`config.mk`:
```
export PLATFORM = sky130hd
export DESIGN_NAME = conv_ctrl
export DESIGN_NICKNAME = d
export VERILOG_FILES = /design/src/core/conv_ctrl_pkg.sv /design/src/core/conv_ctrl.sv /design/src/core/result_formatter.sv
export VERILOG_INCLUDE_DIRS = /design/src /design/src/core
export SDC_FILE = /design/constraint.sdc
export NUM_CORES = 1
export LEC_CHECK = 0
export BUFFER_PORTS_ARGS = -buffer_cell sky130_fd_sc_hd__buf_2
export CAP_MARGIN = 25
export CORE_MARGIN = 8
export CORE_UTILIZATION = 30
export DETAILED_ROUTE_END_ITERATION = 8
export SYNTH_ARGS = -nofsm -noshare
export SYNTH_HDL_FRONTEND = slang
export SYNTH_HIERARCHICAL = 1
export SYNTH_SLANG_ARGS = --single-unit
```
`constraint.sdc`:
```
create_clock -name clk -period 5.9 [get_ports clk]
set_input_delay 0.295 -clock clk [delete_from_list [all_inputs] [get_ports clk]]
set_output_delay 0.295 -clock clk [all_outputs]
set_load 0.02 [all_outputs]
```
`src/core/conv_ctrl_regs.svh`:
```
`ifndef CONV_CTRL_REGS_SVH
`define CONV_CTRL_REGS_SVH
// ****************************************************************
// Register offsets
// ****************************************************************
`define OFS_CTL0 8'h00
`define OFS_CTL1 8'h01
`define OFS_CTL2 8'h02
`define OFS_CTL3 8'h03
`define OFS_CTL4 8'h04
`define OFS_CTL5 8'h05
`define OFS_STAT0 8'h06
`define OFS_IRQ_MASK 8'h07
`define OFS_CMPE 8'h08
`define OFS_CMPHT 8'h0A
`define OFS_CCF 8'h0C
`define OFS_RESULT0 8'h10
// ****************************************************************
// Field positions
// ****************************************************************
`define CTL1_TRIG_SEL 4
`define CTL2_TRIG_LEVEL 2
`define CTL2_TRIG_EN 1
`define CTL2_CMP_IE 0
`define CTL3_DJM 7
`define CTL3_FIFO 2
`define CTL5_SCAN 5
`define STAT_SEQ_DONE 7
`define STAT_TRIG_OVR 5
`define STAT_RES_OVR 4
// ****************************************************************
// Reset values
// ****************************************************************
`define CTL1_RESET 8'h0F
`define CTL2_RESET 8'h00
`define CTL3_RESET 8'h20
`define CTL4_RESET 8'h00
// ****************************************************************
// Timing counts
// ****************************************************************
`define CONV_CYCLES 8'h10
`endif

```
`src/core/conv_ctrl_pkg.sv`:
```
package conv_ctrl_pkg;
    typedef enum logic [1:0] {
        RES_8 = 2'b00,
        RES_10 = 2'b01,
        RES_12 = 2'b10
    } resolution_t;
    typedef enum logic [2:0] {
        ST_IDLE = 3'b001,
        ST_CONV = 3'b010,
        ST_FROZEN = 3'b100
    } seq_state_t;
endpackage

```
`src/core/conv_ctrl.sv`:
```
// Function
// - Trigger code picks analog input 0..11 (12..15 give 11) or external input 0..3.
// - Without external trigger inputs, the source select bit is ignored.
// - Writes to control 0..4, compare enable or direction abort the sequence.
// - Results are unsigned; justify bit chooses left (0) or right (1).
// - Four-bit sequence length, resetting to four.
// - Without FIFO mode, n-th result goes to n-th result register.
// - In FIFO mode the counter persists across sequences and wraps.
// - Abort or sequence start clears the counter, even in FIFO mode.
// - FIFO mode disables automatic compare and its interrupt.
// - Two-bit freeze field selects response to a debug freeze request.
// - Status writes leave the counter alone; counter shows next slot.
// - Sequence done flag sets per sequence; clears by one, start, fast read.
// - Edge trigger during a sequence sets trigger overrun; clears by one, abort, start.
// - Storing over a set conversion done flag sets result overrun.
// - Right justified 8/10-bit data zero the bits above.
// - Compare always uses all twelve bits of the new sample and the slot's previous sample.
//
// The address-and-strobe port was decided locally.
`include "conv_ctrl_regs.svh"
`timescale 1ns/1ns
`default_nettype none
module conv_ctrl
    import conv_ctrl_pkg::*;
#(
    parameter int SLOTS = 12,
    parameter bit HAS_EXT_TRIG = 1'b1
)
(
    input wire logic clk,
    input wire logic rst_n,
    input wire logic [7:0] addr,
    input wire logic [15:0] wdata,
    input wire logic wr,
    input wire logic rd,
    output logic [15:0] rdata,
    input wire logic [11:0] analog_input,
    input wire logic [3:0] external_trigger_input,
    input wire logic debug_freeze,
    input wire logic conv_valid,
    input wire logic [11:0] conv_data,
    output logic conv_start,
    output logic [3:0] conv_channel,
    output logic [1:0] conv_resolution,
    output logic compare_hit,
    output logic irq
);
    typedef struct packed {
        logic [7:0] ctl0;
        logic [7:0] ctl1;
        logic [7:0] ctl2;
        logic [7:0] ctl3;
        logic [7:0] ctl4;
        logic [7:0] ctl5;
        logic [2:0] stat_flags;
        logic [2:0] irq_mask;
        logic [3:0] result_slot_counter;
        logic [3:0] done_count;
        logic [SLOTS-1:0] conversion_done_flag;
        logic [SLOTS-1:0] channel_compare_enable;
        logic [SLOTS-1:0] compare_direction;
        logic [SLOTS-1:0][15:0] result;
        logic [SLOTS-1:0][11:0] raw;
        seq_state_t state;
        logic [7:0] timer;
        logic [3:0] chan;
        logic [15:0] pin_meta;
        logic [15:0] pin_sync;
        logic trig_prev;
        logic [15:0] rdata;
        logic conv_start;
        logic compare_hit;
        logic irq;
    } state_t;

    state_t s_r;
    state_t s_nxt;
    logic [15:0] fmt_word;
    logic [3:0] trig_code;
    logic trig_sel;
    logic trig_src;
    logic trig_edge;
    logic cmp_active;
    logic [3:0] seq_len;
    logic [3:0] slot;
    logic is_abort;
    logic is_start;
    logic fast_clear;
    logic cmp_hi;
    logic [SLOTS-1:0] set_ccf;
    logic seq_end;

    function automatic logic [3:0] wrap_inc(input logic [3:0] v);
        if (v == 4'(SLOTS - 1))
            wrap_inc = 4'h0;
        else
            wrap_inc = v + 4'h1;
    endfunction

    result_formatter u_fmt (
        .raw(conv_data),
        .resolution(s_r.ctl1[6:5]),
        .justify_right(s_r.ctl3[`CTL3_DJM]),
        .word(fmt_word)
    );

    // ****************************************************************
    // Trigger source selection
    // ****************************************************************
    always_comb
    begin
        trig_code = s_r.ctl1[3:0];
        trig_sel = s_r.ctl1[`CTL1_TRIG_SEL] & HAS_EXT_TRIG;
        trig_src = 1'b0;
        if (trig_sel)
        begin
            if (trig_code[3:2] == 2'b00)
                trig_src = s_r.pin_sync[{2'b11, trig_code[1:0]}];
            else
                trig_src = 1'b0;
        end
        else if (trig_code > 4'hB)
            trig_src = s_r.pin_sync[11];
        else
            trig_src = s_r.pin_sync[trig_code];
    end

    // ****************************************************************
    // Sequence control and register file
    // ****************************************************************
    always_comb
    begin
        s_nxt = s_r;
        s_nxt.conv_start = 1'b0;
        s_nxt.compare_hit = 1'b0;
        s_nxt.rdata = 16'h0000;
        s_nxt.pin_meta = {external_trigger_input, analog_input};
        s_nxt.pin_sync = s_r.pin_meta;
        trig_edge = trig_src & ~s_r.trig_prev;
        s_nxt.trig_prev = trig_src;
        set_ccf = '0;
        seq_end = 1'b0;
        seq_len = (s_r.ctl3[6:3] == 4'h0 || s_r.ctl3[6:3] > 4'(SLOTS))
            ? 4'(SLOTS) : s_r.ctl3[6:3];
        cmp_active = ~s_r.ctl3[`CTL3_FIFO];
        fast_clear = s_r.ctl2[6];
        slot = s_r.result_slot_counter;
        is_abort = wr && (addr <= `OFS_CTL4 || addr == `OFS_CMPE
            || addr == `OFS_CMPHT);
        is_start = wr && addr == `OFS_CTL5;
        cmp_hi = 1'b0;
        // Freeze handling
        if (s_r.state == ST_CONV && debug_freeze && s_r.ctl3[1:0] == 2'b11)
            s_nxt.state = ST_FROZEN;
        else if (s_r.state == ST_FROZEN && !debug_freeze)
            s_nxt.state = ST_CONV;
        // Running conversion
        if (s_r.state == ST_CONV && s_r.timer != 8'h00)
            s_nxt.timer = s_r.timer - 8'h01;
        if (s_r.state == ST_CONV && conv_valid)
        begin
            if (s_r.conversion_done_flag[slot])
                s_nxt.stat_flags[0] = 1'b1;
            s_nxt.raw[slot] = conv_data;
            s_nxt.result[slot] = fmt_word;
            s_nxt.conversion_done_flag[slot] = 1'b1;
            set_ccf[slot] = 1'b1;
            cmp_hi = conv_data > s_r.raw[slot];
            if (cmp_active && s_r.channel_compare_enable[slot])
                s_nxt.compare_hit = (cmp_hi == s_r.compare_direction[slot]);
            s_nxt.chan = s_r.chan + 4'h1;
            if (s_r.ctl3[`CTL3_FIFO])
                s_nxt.result_slot_counter = wrap_inc(slot);
            else
                s_nxt.result_slot_counter = wrap_inc(slot);
            if (s_r.done_count + 4'h1 == seq_len)
            begin
                s_nxt.stat_flags[2] = 1'b1;
                seq_end = 1'b1;
                s_nxt.done_count = 4'h0;
                if (!s_r.ctl3[`CTL3_FIFO])
                    s_nxt.result_slot_counter = 4'h0;
                if (s_r.ctl5[`CTL5_SCAN])
                    s_nxt.conv_start = 1'b1;
                else
                    s_nxt.state = ST_IDLE;
            end
            else
            begin
                s_nxt.done_count = s_r.done_count + 4'h1;
                s_nxt.conv_start = 1'b1;
            end
        end
        // External trigger
        if (s_r.ctl2[`CTL2_TRIG_EN] && trig_edge)
        begin
            if (s_r.state != ST_IDLE && !s_r.ctl2[`CTL2_TRIG_LEVEL])
                s_nxt.stat_flags[1] = 1'b1;
            else if (s_r.state == ST_IDLE)
            begin
                s_nxt.state = ST_CONV;
                s_nxt.conv_start = 1'b1;
                s_nxt.timer = `CONV_CYCLES;
            end
        end
        // Register reads
        if (rd)
        begin
            case (addr)
                `OFS_CTL0: s_nxt.rdata = {8'h00, s_r.ctl0};
                `OFS_CTL1: s_nxt.rdata = {8'h00, s_r.ctl1};
                `OFS_CTL2: s_nxt.rdata = {8'h00, s_r.ctl2};
                `OFS_CTL3: s_nxt.rdata = {8'h00, s_r.ctl3};
                `OFS_CTL4: s_nxt.rdata = {8'h00, s_r.ctl4};
                `OFS_CTL5: s_nxt.rdata = {8'h00, s_r.ctl5};
                `OFS_STAT0: s_nxt.rdata = {8'h00, s_r.stat_flags[2], 1'b0,
                    s_r.stat_flags[1:0], s_r.result_slot_counter};
                `OFS_IRQ_MASK: s_nxt.rdata = {13'h0000, s_r.irq_mask};
                `OFS_CMPE: s_nxt.rdata = 16'(s_r.channel_compare_enable);
                `OFS_CMPHT: s_nxt.rdata = 16'(s_r.compare_direction);
                `OFS_CCF: s_nxt.rdata = 16'(s_r.conversion_done_flag);
                default:
                begin
                    if (addr >= `OFS_RESULT0 && addr < `OFS_RESULT0 + 8'(SLOTS))
                    begin
                        s_nxt.rdata = s_r.result[addr[3:0]];
                        if (fast_clear)
                        begin
                            s_nxt.stat_flags[2] = seq_end;
                            s_nxt.conversion_done_flag[addr[3:0]] = set_ccf[addr[3:0]];
                        end
                    end
                end
            endcase
        end
        // Register writes
        if (wr)
        begin
            case (addr)
                `OFS_CTL0: s_nxt.ctl0 = wdata[7:0];
                `OFS_CTL1: s_nxt.ctl1 = wdata[7:0];
                `OFS_CTL2: s_nxt.ctl2 = wdata[7:0];
                `OFS_CTL3: s_nxt.ctl3 = wdata[7:0];
                `OFS_CTL4: s_nxt.ctl4 = wdata[7:0];
                `OFS_CTL5: s_nxt.ctl5 = wdata[7:0];
                `OFS_STAT0:
                begin
                    // Set wins over clear unless the flag was already set; counter is never written
                    s_nxt.stat_flags = s_nxt.stat_flags & ~({wdata[7], wdata[5:4]}
                        & ~(s_nxt.stat_flags & ~s_r.stat_flags));
                end
                `OFS_IRQ_MASK: s_nxt.irq_mask = wdata[2:0];
                `OFS_CMPE: s_nxt.channel_compare_enable = wdata[SLOTS-1:0];
                `OFS_CMPHT: s_nxt.compare_direction = wdata[SLOTS-1:0];
                `OFS_CCF: s_nxt.conversion_done_flag = (s_nxt.conversion_done_flag
                    & ~wdata[SLOTS-1:0]) | set_ccf;
                default:
                begin
                end
            endcase
        end
        if (is_abort || is_start)
        begin
            s_nxt.result_slot_counter = 4'h0;
            s_nxt.done_count = 4'h0;
            s_nxt.stat_flags[1:0] = 2'b00;
            s_nxt.state = ST_IDLE;
            s_nxt.conv_start = 1'b0;
        end
        if (is_start)
        begin
            s_nxt.stat_flags[2] = 1'b0;
            s_nxt.chan = wdata[3:0];
            s_nxt.state = ST_CONV;
            s_nxt.conv_start = 1'b1;
            s_nxt.timer = `CONV_CYCLES;
        end
        s_nxt.irq = |(s_nxt.stat_flags & s_nxt.irq_mask)
            | (s_nxt.compare_hit & s_r.ctl2[`CTL2_CMP_IE] & cmp_active);
    end

    always_ff @(posedge clk or negedge rst_n)
    begin
        if (!rst_n)
        begin
            s_r <= '0;
            s_r.ctl1 <= `CTL1_RESET;
            s_r.ctl2 <= `CTL2_RESET;
            s_r.ctl3 <= `CTL3_RESET;
            s_r.ctl4 <= `CTL4_RESET;
            s_r.state <= ST_IDLE;
        end
        else
            s_r <= s_nxt;
    end

    assign rdata = s_r.rdata;
    assign conv_start = s_r.conv_start;
    assign conv_channel = s_r.chan;
    assign conv_resolution = s_r.ctl1[6:5];
    assign compare_hit = s_r.compare_hit;
    assign irq = s_r.irq;
endmodule
`default_nettype wire

```
`src/core/result_formatter.sv`:
```
`timescale 1ns/1ns
`default_nettype none
module result_formatter
    import conv_ctrl_pkg::*;
(
    input wire logic [11:0] raw,
    input wire logic [1:0] resolution,
    input wire logic justify_right,
    output logic [15:0] word
);
    // ****************************************************************
    // Justification of unsigned result data
    // ****************************************************************
    always_comb
    begin
        word = 16'h0000;
        case (resolution)
            RES_8:
            begin
                if (justify_right)
                    word = {8'h00, raw[11:4]};
                else
                    word = {raw[11:4], 8'h00};
            end
            RES_10:
            begin
                if (justify_right)
                    word = {6'h00, raw[11:2]};
                else
                    word = {raw[11:2], 6'h00};
            end
            default:
            begin
                if (justify_right)
                    word = {4'h0, raw};
                else
                    word = {raw, 4'h0};
            end
        endcase
    end
endmodule
`default_nettype wire

```
# Word level (Yosys, flattened, before mapping)
# Index checks and enable logic that the tools add are counted.
[classes]
n_addsub = 4
order_cmp = 12
eq_ne = 19
mux = 91
n_bitwise = 17
n_reduce_logical = 36
[op_table]
columns = ["cell", "count"]
rows = [
  ["$bwmux W192", 1],
  ["$pmux W16 S11", 1],
  ["$bwmux W144", 1],
  ["$mux W12", 10],
  ["$mux W16", 7],
  ["$bmux W16 S4", 1],
  ["$demux W16 S4", 1],
  ["$bmux W12 S4", 1],
  ["$demux W12 S4", 1],
  ["$mux W36", 1],
  ["$mux W11", 3],
  ["$eq A8 B3 Y1 const B", 4],
  ["$mux W1", 32],
  ["$pmux W16 S2", 1],
  ["$eq A8 B4 Y1 const B", 3],
  ["$mux W3", 8],
  ["$mux W4", 6],
  ["$or A12 B12 Y12", 2],
  ["$bmux W1 S4", 5],
  ["$lt A4 B5 Y1 const B", 4],
  ["$mux W20", 1],
  ["$eq A8 B2 Y1 const B", 2],
  ["$mux W8", 2],
  ["$reduce_and A2 Y1", 8],
  ["other kinds (41)", 73],
]
[word_totals]
register_bits = 501
input_bits = 58
output_inout_bits = 25
word_cells = 226

# Logic depth before layout (Yosys ltp)
# Gate-level depths: netlist of the first run.
[logic_depth]
ltp_word = 21
mapped_depth = 15
mapped_depth_nobuf = 12

# By module
# Netlist of the first run, hierarchy kept.
[by_module_without_submodules]
columns = ["mod", "n_inst", "cells_per_inst", "area_per_inst_um2", "seq_area_each_um2"]
rows = [
  ["conv_ctrl", 1, 1647, 22977.0, 12344.3],
  ["result_formatter", 1, 59, 431.7, 0.0],
]

# Worst setup path before layout of the first run
# OpenSTA, ideal clock, no wires.
[synth_timing]
path_kind = "reg2reg"
from = "register s_r, in the netlist slot[0]"
to = "register s_r, in the netlist irq"
setup_time_ns = 0.070
t_arrival_ns = 3.081
required_ns = 5.830
slack_ns = 2.749
path_stages_with_launch = 16
path_buffers = 3
period_less_slack_ns = 3.151
cell_sequence = "dfrtp_1 > buf_2 > buf_2 > buf_2 > mux4_2 > mux2i_1 > nor2_1 > a21oi_1 > ha_1 > nor2b_1 > o211ai_1 > a21oi_1 > o31ai_1 > xnor2_1 > nand4_1 > nand4_1"
[synth_lines]
columns = ["item", "line", "text"]
rows = [
  ["start, declared", "conv_ctrl.sv:76", "state_t s_r;"],
  ["start signal, assigned", "conv_ctrl.sv:294", "s_r <= s_nxt;"],
]

==> results_dict.tcl, run 1 <==
set metrics [dict create \
    grt_pass1_vias 15612 \
    syn_avg_cell_area_um2 13.7 \
    crit_fanout 37 \
    die_area_um2 87200 \
    die_h_um 295 \
    coreArea_um2 77300 \
    post_dp_cell_area_um2 24600 \
    clkTransAtPathRegs_ns 0.06 \
    cts_buffer_depth 3 \
    crit_path_cell_trace "mux4_2, mux2i_1, nor2_1, a21oi_1, ha_1, a21oi_1, o21ai_0, o31ai_1, xnor2_1, nand4_1, nand4_1" \
    cts_sinks 493 \
    rsz0062_at_grt "no" \
    place.gp.congestion 0.899 \
    hold_viol_final 0 \
    ant_nets 0 \
    crit_path_end_kind "flop" \
    post_cts_buffers 0 \
    final_core_util_pct 34.6 \
    num_vias 14656 \
    crit_buf_inv 0 \
    yosys-top-cells-area "dfrtp_1, mux2_2, mux4_2" \
    cap_violations 0 \
    root_buffer "clkbuf_16" \
    syn_nets 1782 \
    antenna_found_initial 4 \
    cts_tree "built" \
    critPathSlowestCell "dfrtp_4" \
    first_pass_iters 5 \
    cp_slowest_stage_delay_ns 0.93 \
    synthArstFlopShare_pct 100 \
    finalCriticalPeriod_ns 3.96 \
    syn_area_um2 23400 \
    tns_ns 0 \
    setup_violations 0 \
    htree_levels 2 \
    period_share_pct 67.1 \
    final_area_um2 26800 \
    die_x_um 295 \
    initial_core_util_pct 30.3 \
    avgViaCountPerCell 5.21 \
    synth_top_flop_cell "dfrtp_1" \
    area_growth_pct 14.3 \
    max_freq_mhz 253 \
    grt.overflow.total 0 \
    maxSlewViolCount 0 \
    yosysTopAreaCellShare_pct 52.1 \
    synth_seq_cells 493 \
    worst-r2r-setup-slack_ns 1.94 \
    row_count 102 \
    leakage_nw 12.5 \
    skew_ns 0.0349 \
    yosys_warnings 6 \
    post_drt_wl_per_cell_um 21.9 \
    outcome "finished, final reports clean" \
    powerDensity_nw_per_um2 287 \
    routed_wl_um 61700 \
    worstMarginPinSlew_ns 1.11 \
    path_delay_family "compound AO/OA/AOI/OAI gates" \
    first_iter_violations 1094 \
    worst_ep_required_time_ns 6.39 \
    synth_edf_count 0 \
    dpl.hpwl_um 38500 \
    grt_use_total_pct 14.1 \
    cts_made_buffers 53 \
    grt_pass1_wl_um 95600 \
    min_path_type "in -> reg" \
    synth_cell_types 68 \
    slew_headroom_pct 25.9 \
    ir_drop_mv 0.238 \
    synth_cells 1706 \
    drive_gt1_share_pct 42.3 \
    worstSetupStartpointType "flop" \
    final_nets 1804 \
    hold_slack_ns 0.0377 \
    seq_area_frac_synth_pct 52.7 \
    io_buffers 78 \
    drcViolationCount 0 \
    synth_largest_area_cell "dfrtp_1" \
    critPathKind "reg -> reg" \
    io_pins 83 \
    crit_arrival_ns 4.45 \
    grt_max_degree 179 \
    clock_latency_ns 0.63 \
]
==> final timing paths <==
kind | startpoint | end | cells after the start
max in group asynchronous | rst_n | slot[0] | 3
min in group asynchronous | rst_n | rdata[15] | 2
max reg2reg | slot[0] | irq | 11
min | wdata[7] | s_r[460] | 3
min reg2reg | s_nxt[20] | s_r[20] | 0
max | slot[0] | irq | 11
==> power by group <==
group          internal, mW  total [mW]  switching [mW]
Combinational         0.204       0.522           0.318
Sequential             3.45        3.54          0.0833
Clock                  2.20        3.62            1.42
==> cells in the mapped netlist, types with 3 or more instances <==
master / n
nand2_2: 5
a221oi_1: 6
nand4_1: 11
ha_1: 18
dfstp_2: 6
nand3_2: 5
dfrtp_1: 487
nor3_4: 3
nand2b_1: 7
a22oi_2: 3
a31oi_1: 6
mux2_2: 398
mux2i_1: 40
a21o_1: 3
buf_4: 28
o211ai_1: 3
a21oi_1: 68
a211oi_2: 3
nor3b_1: 4
o31ai_1: 5
buf_1: 8
a32o_1: 3
a22o_1: 6
mux2_4: 4
xor2_1: 4
and2_1: 10
inv_1: 11
o22ai_1: 11
a32oi_1: 3
mux4_2: 105
o21ai_0: 35
xnor2_1: 4
nand3_1: 21
nor2b_1: 12
a22oi_1: 19
o21ai_1: 12
a211oi_1: 5
buf_6: 5
nor3_1: 6
buf_2: 40
nand2_1: 97
nor2_1: 62
clkbuf_1: 81
==> through the flow <==
step	setup slack [ns]	cells	power, mW
final	1.94	2815	7.68
after global routing	1.72	2812	7.95
after CTS	1.91	2809	7.77
after detailed placement	1.93	2689	4.11
after global placement	2.01	2689	4.10
after floorplan	2.75	1706	3.89
==> state kept, by name, summed over array words and instances, names as in the netlist <==
signal	cells
s_r	447
rdata	16
s_nxt	16
conv_channel	4
slot	4
conv_resolution	2
compare_hit	1
conv_start	1
fast_clear	1
irq	1
==> final cells by class <==
cell class	count	area, um2
Tap cell	1040	1300
Clock inverter	22	325
Inverter	11	41.3
Timing Repair Buffer	131	893
Clock buffer	76	1600
Multi-Input combinational cell	1038	10200
Fill cell	7501	50600
Sequential cell	493	12300
Antenna cell	4	10.0
==> per-layer routing <==
metal,share of wire (%),GRT usage [%],vias to the layer above
met1,44,19.2,7763
li1,-,-,6312
met3,6.9,3.25,102
met5,0.024,0,-
met2,47,22.4,477
met4,2.2,3.82,2
==> worst register-to-register path: stages, from the launching register on <==
cell     delay (ns)
dfrtp_4        0.93
mux4_2         0.68
mux2i_1        0.19
nor2_1         0.06
a21oi_1        0.15
ha_1           0.28
a21oi_1        0.19
o21ai_0        0.14
o31ai_1        0.72
xnor2_1        0.24
nand4_1        0.15
nand4_1        0.10
==> cell usage in the layout (no fill, tap or decap), types with 5 or more instances in the layout <==
master         Yosys  layout
a22o_1             6       6
clkbuf_16          0      53
a31oi_1            6       6
o31ai_1            5       5
o22ai_1           11      11
bufinv_16          0       7
dlygate4sd3_1      0      22
nand4_1           11      11
buf_2             40      76
o21ai_1           12      12
dfstp_2            6       6
inv_1             11      11
clkbuf_8           0      19
nor2b_1           12      12
o21ai_0           35      35
a22oi_1           19      19
nor2_1            62      62
nand3_1           21      17
mux2i_1           40      40
ha_1              18      18
mux4_2           105     105
and2_1            10       6
nand2_2            5       5
mux2_2           398     398
a21oi_1           68      68
dfrtp_1          487     485
nand2b_1           7       7
clkinv_2           0       6
a221oi_1           6       6
nand3_2            5       9
a211oi_1           5       5
nand2_1           97      97
nor3_1             6       6
buf_4             28      29
==> cell families (layout without fill, tap and decap cells) <==
group	count (synthesis)	after routing	share of synthesized area (%)
DFF	493	493	52.7
muxes	547	547	31.2
other	0	4	0
AOI/OAI and AO/OA	204	204	5.52
and+or+nand+nor	261	261	5.59
xor gates and xnor gates	8	8	0.299
buffers and inverters	175	240	3.68
adders and majority gates	18	18	0.962
==> repair_timing <==
item,in CTS,in global routing
endpoints found under the hold margin,91,0
hold buffers,22,0
gates resized for setup,0,0
No activity file was read; power rests on OpenSTA's default activity.
==> inputs of run 2 (changes only) <==
==> constraint.sdc (replaced) <==
create_clock -name clk -period 3.9 [get_ports clk]
set_input_delay 0.195 -clock clk [delete_from_list [all_inputs] [get_ports clk]]
set_output_delay 0.195 -clock clk [all_outputs]
set_load 0.02 [all_outputs]
==> run 2 against run 1 <==
Utilization up 0.20 points. Maximum frequency up 11%. Clock skew down 0.0094 ns. Critical path type unchanged. Critical endpoint unchanged.
==> results_dict.tcl, run 2 (synthesis gave the netlist of run 1 again) <==
set metrics [dict create \
    post_cts_buffers 0 \
    leakage_nw 12.6 \
    area_growth_pct 15.0 \
    ant_nets 0 \
    drive_gt1_share_pct 42.1 \
    die_h_um 295 \
    worst-r2r-setup-slack_ns 0.34 \
    crit_path_end_kind "flop" \
    grt_use_total_pct 14.3 \
    coreArea_um2 77300 \
    post-place-cells 2706 \
    antenna_found_initial 5 \
    powerDensity_nw_per_um2 422 \
    tns_ns 0 \
    cap_violations 0 \
    grt_pass1_wl_um 97400 \
    routed_wl_um 62900 \
    crit_fanout 31 \
    grt_max_degree 105 \
    post_drt_wl_per_cell_um 22.2 \
    crit_arrival_ns 4.09 \
    final_nets 1829 \
    outcome "finished, final reports clean" \
    maxSlewViolCount 0 \
    max_freq_mhz 281 \
    row_count 102 \
    rsz0062_at_grt "no" \
    min_path_type "in -> reg" \
    num_vias 14663 \
    first_pass_iters 5 \
    htree_levels 2 \
    skew_ns 0.0256 \
    critPathKind "reg -> reg" \
    clock_latency_ns 0.59 \
    grt_pass1_vias 15764 \
    slew_headroom_pct 33.8 \
    dpl.hpwl_um 39900 \
    mostFrequentLayoutCells "dfrtp_1, mux2_2, mux4_2, nand2_1, buf_2" \
    cts_buffer_depth 3 \
    root_buffer "clkbuf_16" \
    initial_core_util_pct 30.3 \
    period_share_pct 91.3 \
    io_buffers 78 \
    cts_tree "built" \
    dpl_worst_slack_ns 0.298 \
    die_x_um 295 \
    setup_slack_ns 0.338 \
    ir_drop_mv 0.323 \
    worst_ep_required_time_ns 4.42 \
    clkTransAtPathRegs_ns 0.06 \
    mostFrequentLayoutCell "dfrtp_1" \
    largest_reg_flops 447 \
    grt.overflow.total 0 \
    first_iter_violations 1133 \
    setup_violations 0 \
    finalCriticalPeriod_ns 3.56 \
    cts_sinks 493 \
    cts_made_buffers 54 \
    regMostFlops "s_r" \
    worstSetupStartpointType "flop" \
    worstMarginPinSlew_ns 0.990 \
    io_pins 83 \
    hold_viol_final 0 \
    die_area_um2 87200 \
    avgViaCountPerCell 5.17 \
    stdcell_count 2835 \
    place.gp.congestion 0.882 \
    drcViolationCount 0 \
]
==> run 2: cell types whose count changed in the layout (fill, tap and decap cells not counted), sizes merged <==
cell         change
clkinvlp         -4
bufinv           -3
diode            -2
inv              -3
buf             +16
clkbuf           +6
clkinv           +2
dlygate4sd3      +8
==> run 2: layout make-up <==
class                      count  area [um2]
fill                        7504       50400
sequential                   493       12300
multi-input combinational   1038       10200
clock buffer                  82        1630
tap                         1040        1300
timing repair buffer         155        1180
clock inverter                14         174
inverter                      11        41.3
antenna                        2        5.00
==> run 2: what timing repair did <==
item / CTS / global route
hold buffers: 30 / 0
endpoints found under the hold margin: 135 / 0
resized for setup: 0 / 0
==> run 2: power breakdown <==
group / total (mW) / switching [mW] / leakage, nW / internal, mW
logic: 0.828 / 0.501 / 4.93 / 0.328
clock network: 5.18 / 2.06 / 0.896 / 3.12
registers: 5.34 / 0.118 / 6.76 / 5.23
total: 11.4 / 2.68 / 12.6 / 8.67
==> run 2: through the flow <==
stage	util, %	hold WS [ns]	total power [mW]	instance area, um2
after floorplan	-	-0.101	5.89	23400
after global placement	32.1	0.291	6.22	24800
after detailed placement	32.1	0.305	6.25	24800
after CTS	34.8	0.00498	11.5	26900
after global routing	34.8	0.0258	11.7	26900
final	34.8	0.0433	11.4	26900
==> run 2: layer usage <==
layer	part of all wire (%)	global-route usage [%]	wire [um]
met2	47	22.8	29300
met4	2.1	3.99	1330
met5	0.070	0	44
met3	5.8	2.56	3660
met1	45	20.0	28600
==> run 2: critical path, stage by stage (launching register included) <==
cell	delay [ns]
dfrtp_4	0.87
buf_4	0.44
mux4_2	0.55
a21oi_1	0.24
ha_1	0.30
a21oi_1	0.15
a21oi_1	0.08
o31ai_1	0.24
buf_4	0.20
xnor2_1	0.16
nand4_1	0.13
nand4_1	0.11
==> run 2: path summary, 6_finish.rpt <==
check                      cells past startpoint          from   endpoint
max in group asynchronous                      3         rst_n   s_r[437]
max reg2reg                                   11       slot[0]        irq
max                                           11       slot[0]        irq
min reg2reg                                    0     s_nxt[27]    s_r[27]
min                                            2  conv_data[0]    s_r[91]
min in group asynchronous                      2         rst_n  rdata[15]
==> inputs of run 3 (changes only) <==
--- a/config.mk
+++ b/config.mk
@@ -11,7 +11,7 @@
 export CORE_MARGIN = 8
 export CORE_UTILIZATION = 30
 export DETAILED_ROUTE_END_ITERATION = 8
+export REMOVE_ABC_BUFFERS = 1
 export SYNTH_ARGS = -nofsm -noshare
 export SYNTH_HDL_FRONTEND = slang
-export SYNTH_HIERARCHICAL = 1
 export SYNTH_SLANG_ARGS = --single-unit
==> run 3 against run 2 <==
Sequential power hardly changed. Non-clock buffer count is 7 higher. Combinational power is 17% higher. Setup slack worse by 0.059 ns.
==> results_dict.tcl, run 3 <==
set metrics [dict create \
    max_freq_mhz 276 \
    clkTransAtPathRegs_ns 0.06 \
    setup_slack_ns 0.279 \
    syn_area_um2 22800 \
    root_buffer "clkbuf_16" \
    post_dp_cell_area_um2 24200 \
    io_pins 83 \
    largest_reg_flops 447 \
    yosys-top-cells-area "dfrtp_1, mux2_2, mux4_2" \
    dpl_worst_slack_ns 0.313 \
    powerDensity_nw_per_um2 431 \
    setup_violations 0 \
    grt.overflow.total 0 \
    mostFrequentLayoutCells "dfrtp_1, nand2_1, o21ai_0, mux2_2, mux4_2" \
    antenna_found_initial 7 \
    regMostFlops "s_r" \
    num_vias 15669 \
    crit_fanout 11 \
    final_nets 2022 \
    yosys_warnings 0 \
    worst_ep_required_time_ns 4.37 \
    outcome "finished, final reports clean" \
    yosysMostFrequentCell "dfrtp_1" \
    synth_largest_area_cell "dfrtp_1" \
    die_h_um 291 \
    ir_drop_mv 0.346 \
    syn_avg_cell_area_um2 12.0 \
    synth_seq_cells 493 \
    maxSlewViolCount 0 \
    skew_ns 0.0221 \
    worstSetupStartpointType "flop" \
    drcViolationCount 0 \
    multi_input_area_um2 9620 \
    clock_latency_ns 0.60 \
    mostFrequentLayoutCell "dfrtp_1" \
    routed_wl_um 63000 \
    drive_gt1_share_pct 28.2 \
    synthArstFlopShare_pct 100 \
    initial_core_util_pct 30.1 \
    yosysTopAreaCellShare_pct 53.5 \
    hold_viol_final 0 \
    die_area_um2 84900 \
    period_share_pct 92.8 \
    ant_nets 0 \
    avgViaCountPerCell 5.28 \
    crit_path_end_kind "flop" \
    dpl.hpwl_um 41200 \
    grt_max_degree 104 \
    first_iter_violations 1533 \
    cts_made_buffers 52 \
    fillCellCount 7373 \
    cts_resized 0 \
    cts_sinks 493 \
    ff_latch_area_um2 12300 \
    cts_buffer_depth 3 \
    critPathKind "reg -> reg" \
    crit_arrival_ns 4.09 \
    rsz0062_at_grt "no" \
    area_growth_pct 15.1 \
    post-place-cells 2846 \
    final_core_util_pct 34.7 \
    synth_cell_types 66 \
    final_area_um2 26200 \
    cts_tree "built" \
    die_x_um 291 \
    seq_area_frac_synth_pct 54.2 \
    htree_levels 2 \
    leakage_nw 11.7 \
    synth_cells 1903 \
    synth_common_cells "dfrtp_1, nand2_1, o21ai_0" \
    hold_slack_ns 0.0434 \
    synth_top_flop_cell "dfrtp_1" \
    grt_use_total_pct 14.5 \
    grt_pass1_vias 16372 \
    io_buffers 78 \
    post_drt_wl_per_cell_um 21.2 \
    slew_headroom_pct 28.4 \
    stdcell_count 2968 \
    tns_ns 0 \
    min_path_type "in -> reg" \
    post_cts_buffers 0 \
    worstMarginPinSlew_ns 1.07 \
    holdBufCountCts 24 \
    finalCriticalPeriod_ns 3.62 \
    grt_pass1_wl_um 98300 \
    coreArea_um2 75600 \
    place.gp.congestion 0.916 \
    p_total_mw 11.3 \
    row_count 101 \
    synth_edf_count 0 \
    first_pass_iters 5 \
    cap_violations 0 \
]
run 3: changes by cell type in the layout (fill, tap and decap cells not counted), sizes merged, moves of 6 or more:
| cell | delta |
|---|---|
| mux4 | -7 |
| nand3 | -13 |
| o22ai | -7 |
| mux2 | -193 |
| o21ai | +210 |
| dlygate4sd3 | -6 |
| mux2i | +6 |
| a22oi | +8 |
| buf | +13 |
| and2 | -8 |
| nand2 | +187 |
run 3: power breakdown:
part / switching, mW / total (mW) / internal [mW] / leakage (nW)
clock: 2.00 / 4.95 / 2.94 / 0.848
combinational: 0.599 / 0.972 / 0.373 / 4.15
sequential: 0.123 / 5.36 / 5.24 / 6.75
total: 2.72 / 11.3 / 8.55 / 11.7
run 3: final cells by class:
| class | count | area share, % |
|---|---|---|
| Tap cell | 978 | 4.67 |
| Antenna cell | 1 | 0.00956 |
| Sequential cell | 493 | 47.2 |
| Multi-Input combinational cell | 1224 | 36.7 |
| Timing Repair Buffer | 162 | 4.62 |
| Clock buffer | 87 | 6.17 |
| Clock inverter | 10 | 0.449 |
| Inverter | 13 | 0.186 |
run 3: cell families (layout without fill, tap and decap cells):
| kind of cell | count (synthesis) | in the layout | share of synthesized area [%] |
|---|---|---|---|
| adders and majority gates | 18 | 18 | 0.990 |
| xor gates and xnor gates | 9 | 9 | 0.346 |
| muxes | 353 | 353 | 22.1 |
| AOI/OAI and AO/OA | 424 | 424 | 10.6 |
| and+or+nand+nor | 420 | 420 | 8.05 |
| buffers and inverters | 186 | 272 | 3.65 |
| other | 0 | 1 | 0 |
| DFF | 493 | 493 | 54.2 |
run 3: per-layer routing:
metal	vias up	track usage, %	wire length [um]
met4	8	5.83	2340
li1	6939	-	-
met1	8072	19.4	27500
met2	506	22.9	28600
met3	144	3.24	4440
met5	-	0	38
run 3: worst max-delay path, stage by stage (launching register included):
cell and delay, ns:
dfrtp_4 0.55, buf_4 0.24, buf_4 0.19, mux4_2 0.51
mux2i_1 0.17, nor2_1 0.06, a21oi_1 0.12, ha_1 0.18
nand4_1 0.12, a21o_1 0.17, a221oi_1 0.75, xnor2_1 0.19
nand4_1 0.14, o211ai_1 0.10
run 3: worst paths after layout:
| kind | startpoint | endpoint | slack, ns | cells after the start |
|---|---|---|---|---|
| max in group asynchronous | rst_n | s_r[78] | 2.40 | 3 |
| setup / recovery | slot[0] | irq | 0.28 | 13 |
| hold reg to reg | s_nxt[21] | s_r[21] | 0.35 | 0 |
| min in group asynchronous | rst_n | s_r[24] | 0.23 | 2 |
| setup reg to reg | slot[0] | irq | 0.28 | 13 |
| hold / removal | wdata[0] | conv_channel[0] | 0.04 | 3 |
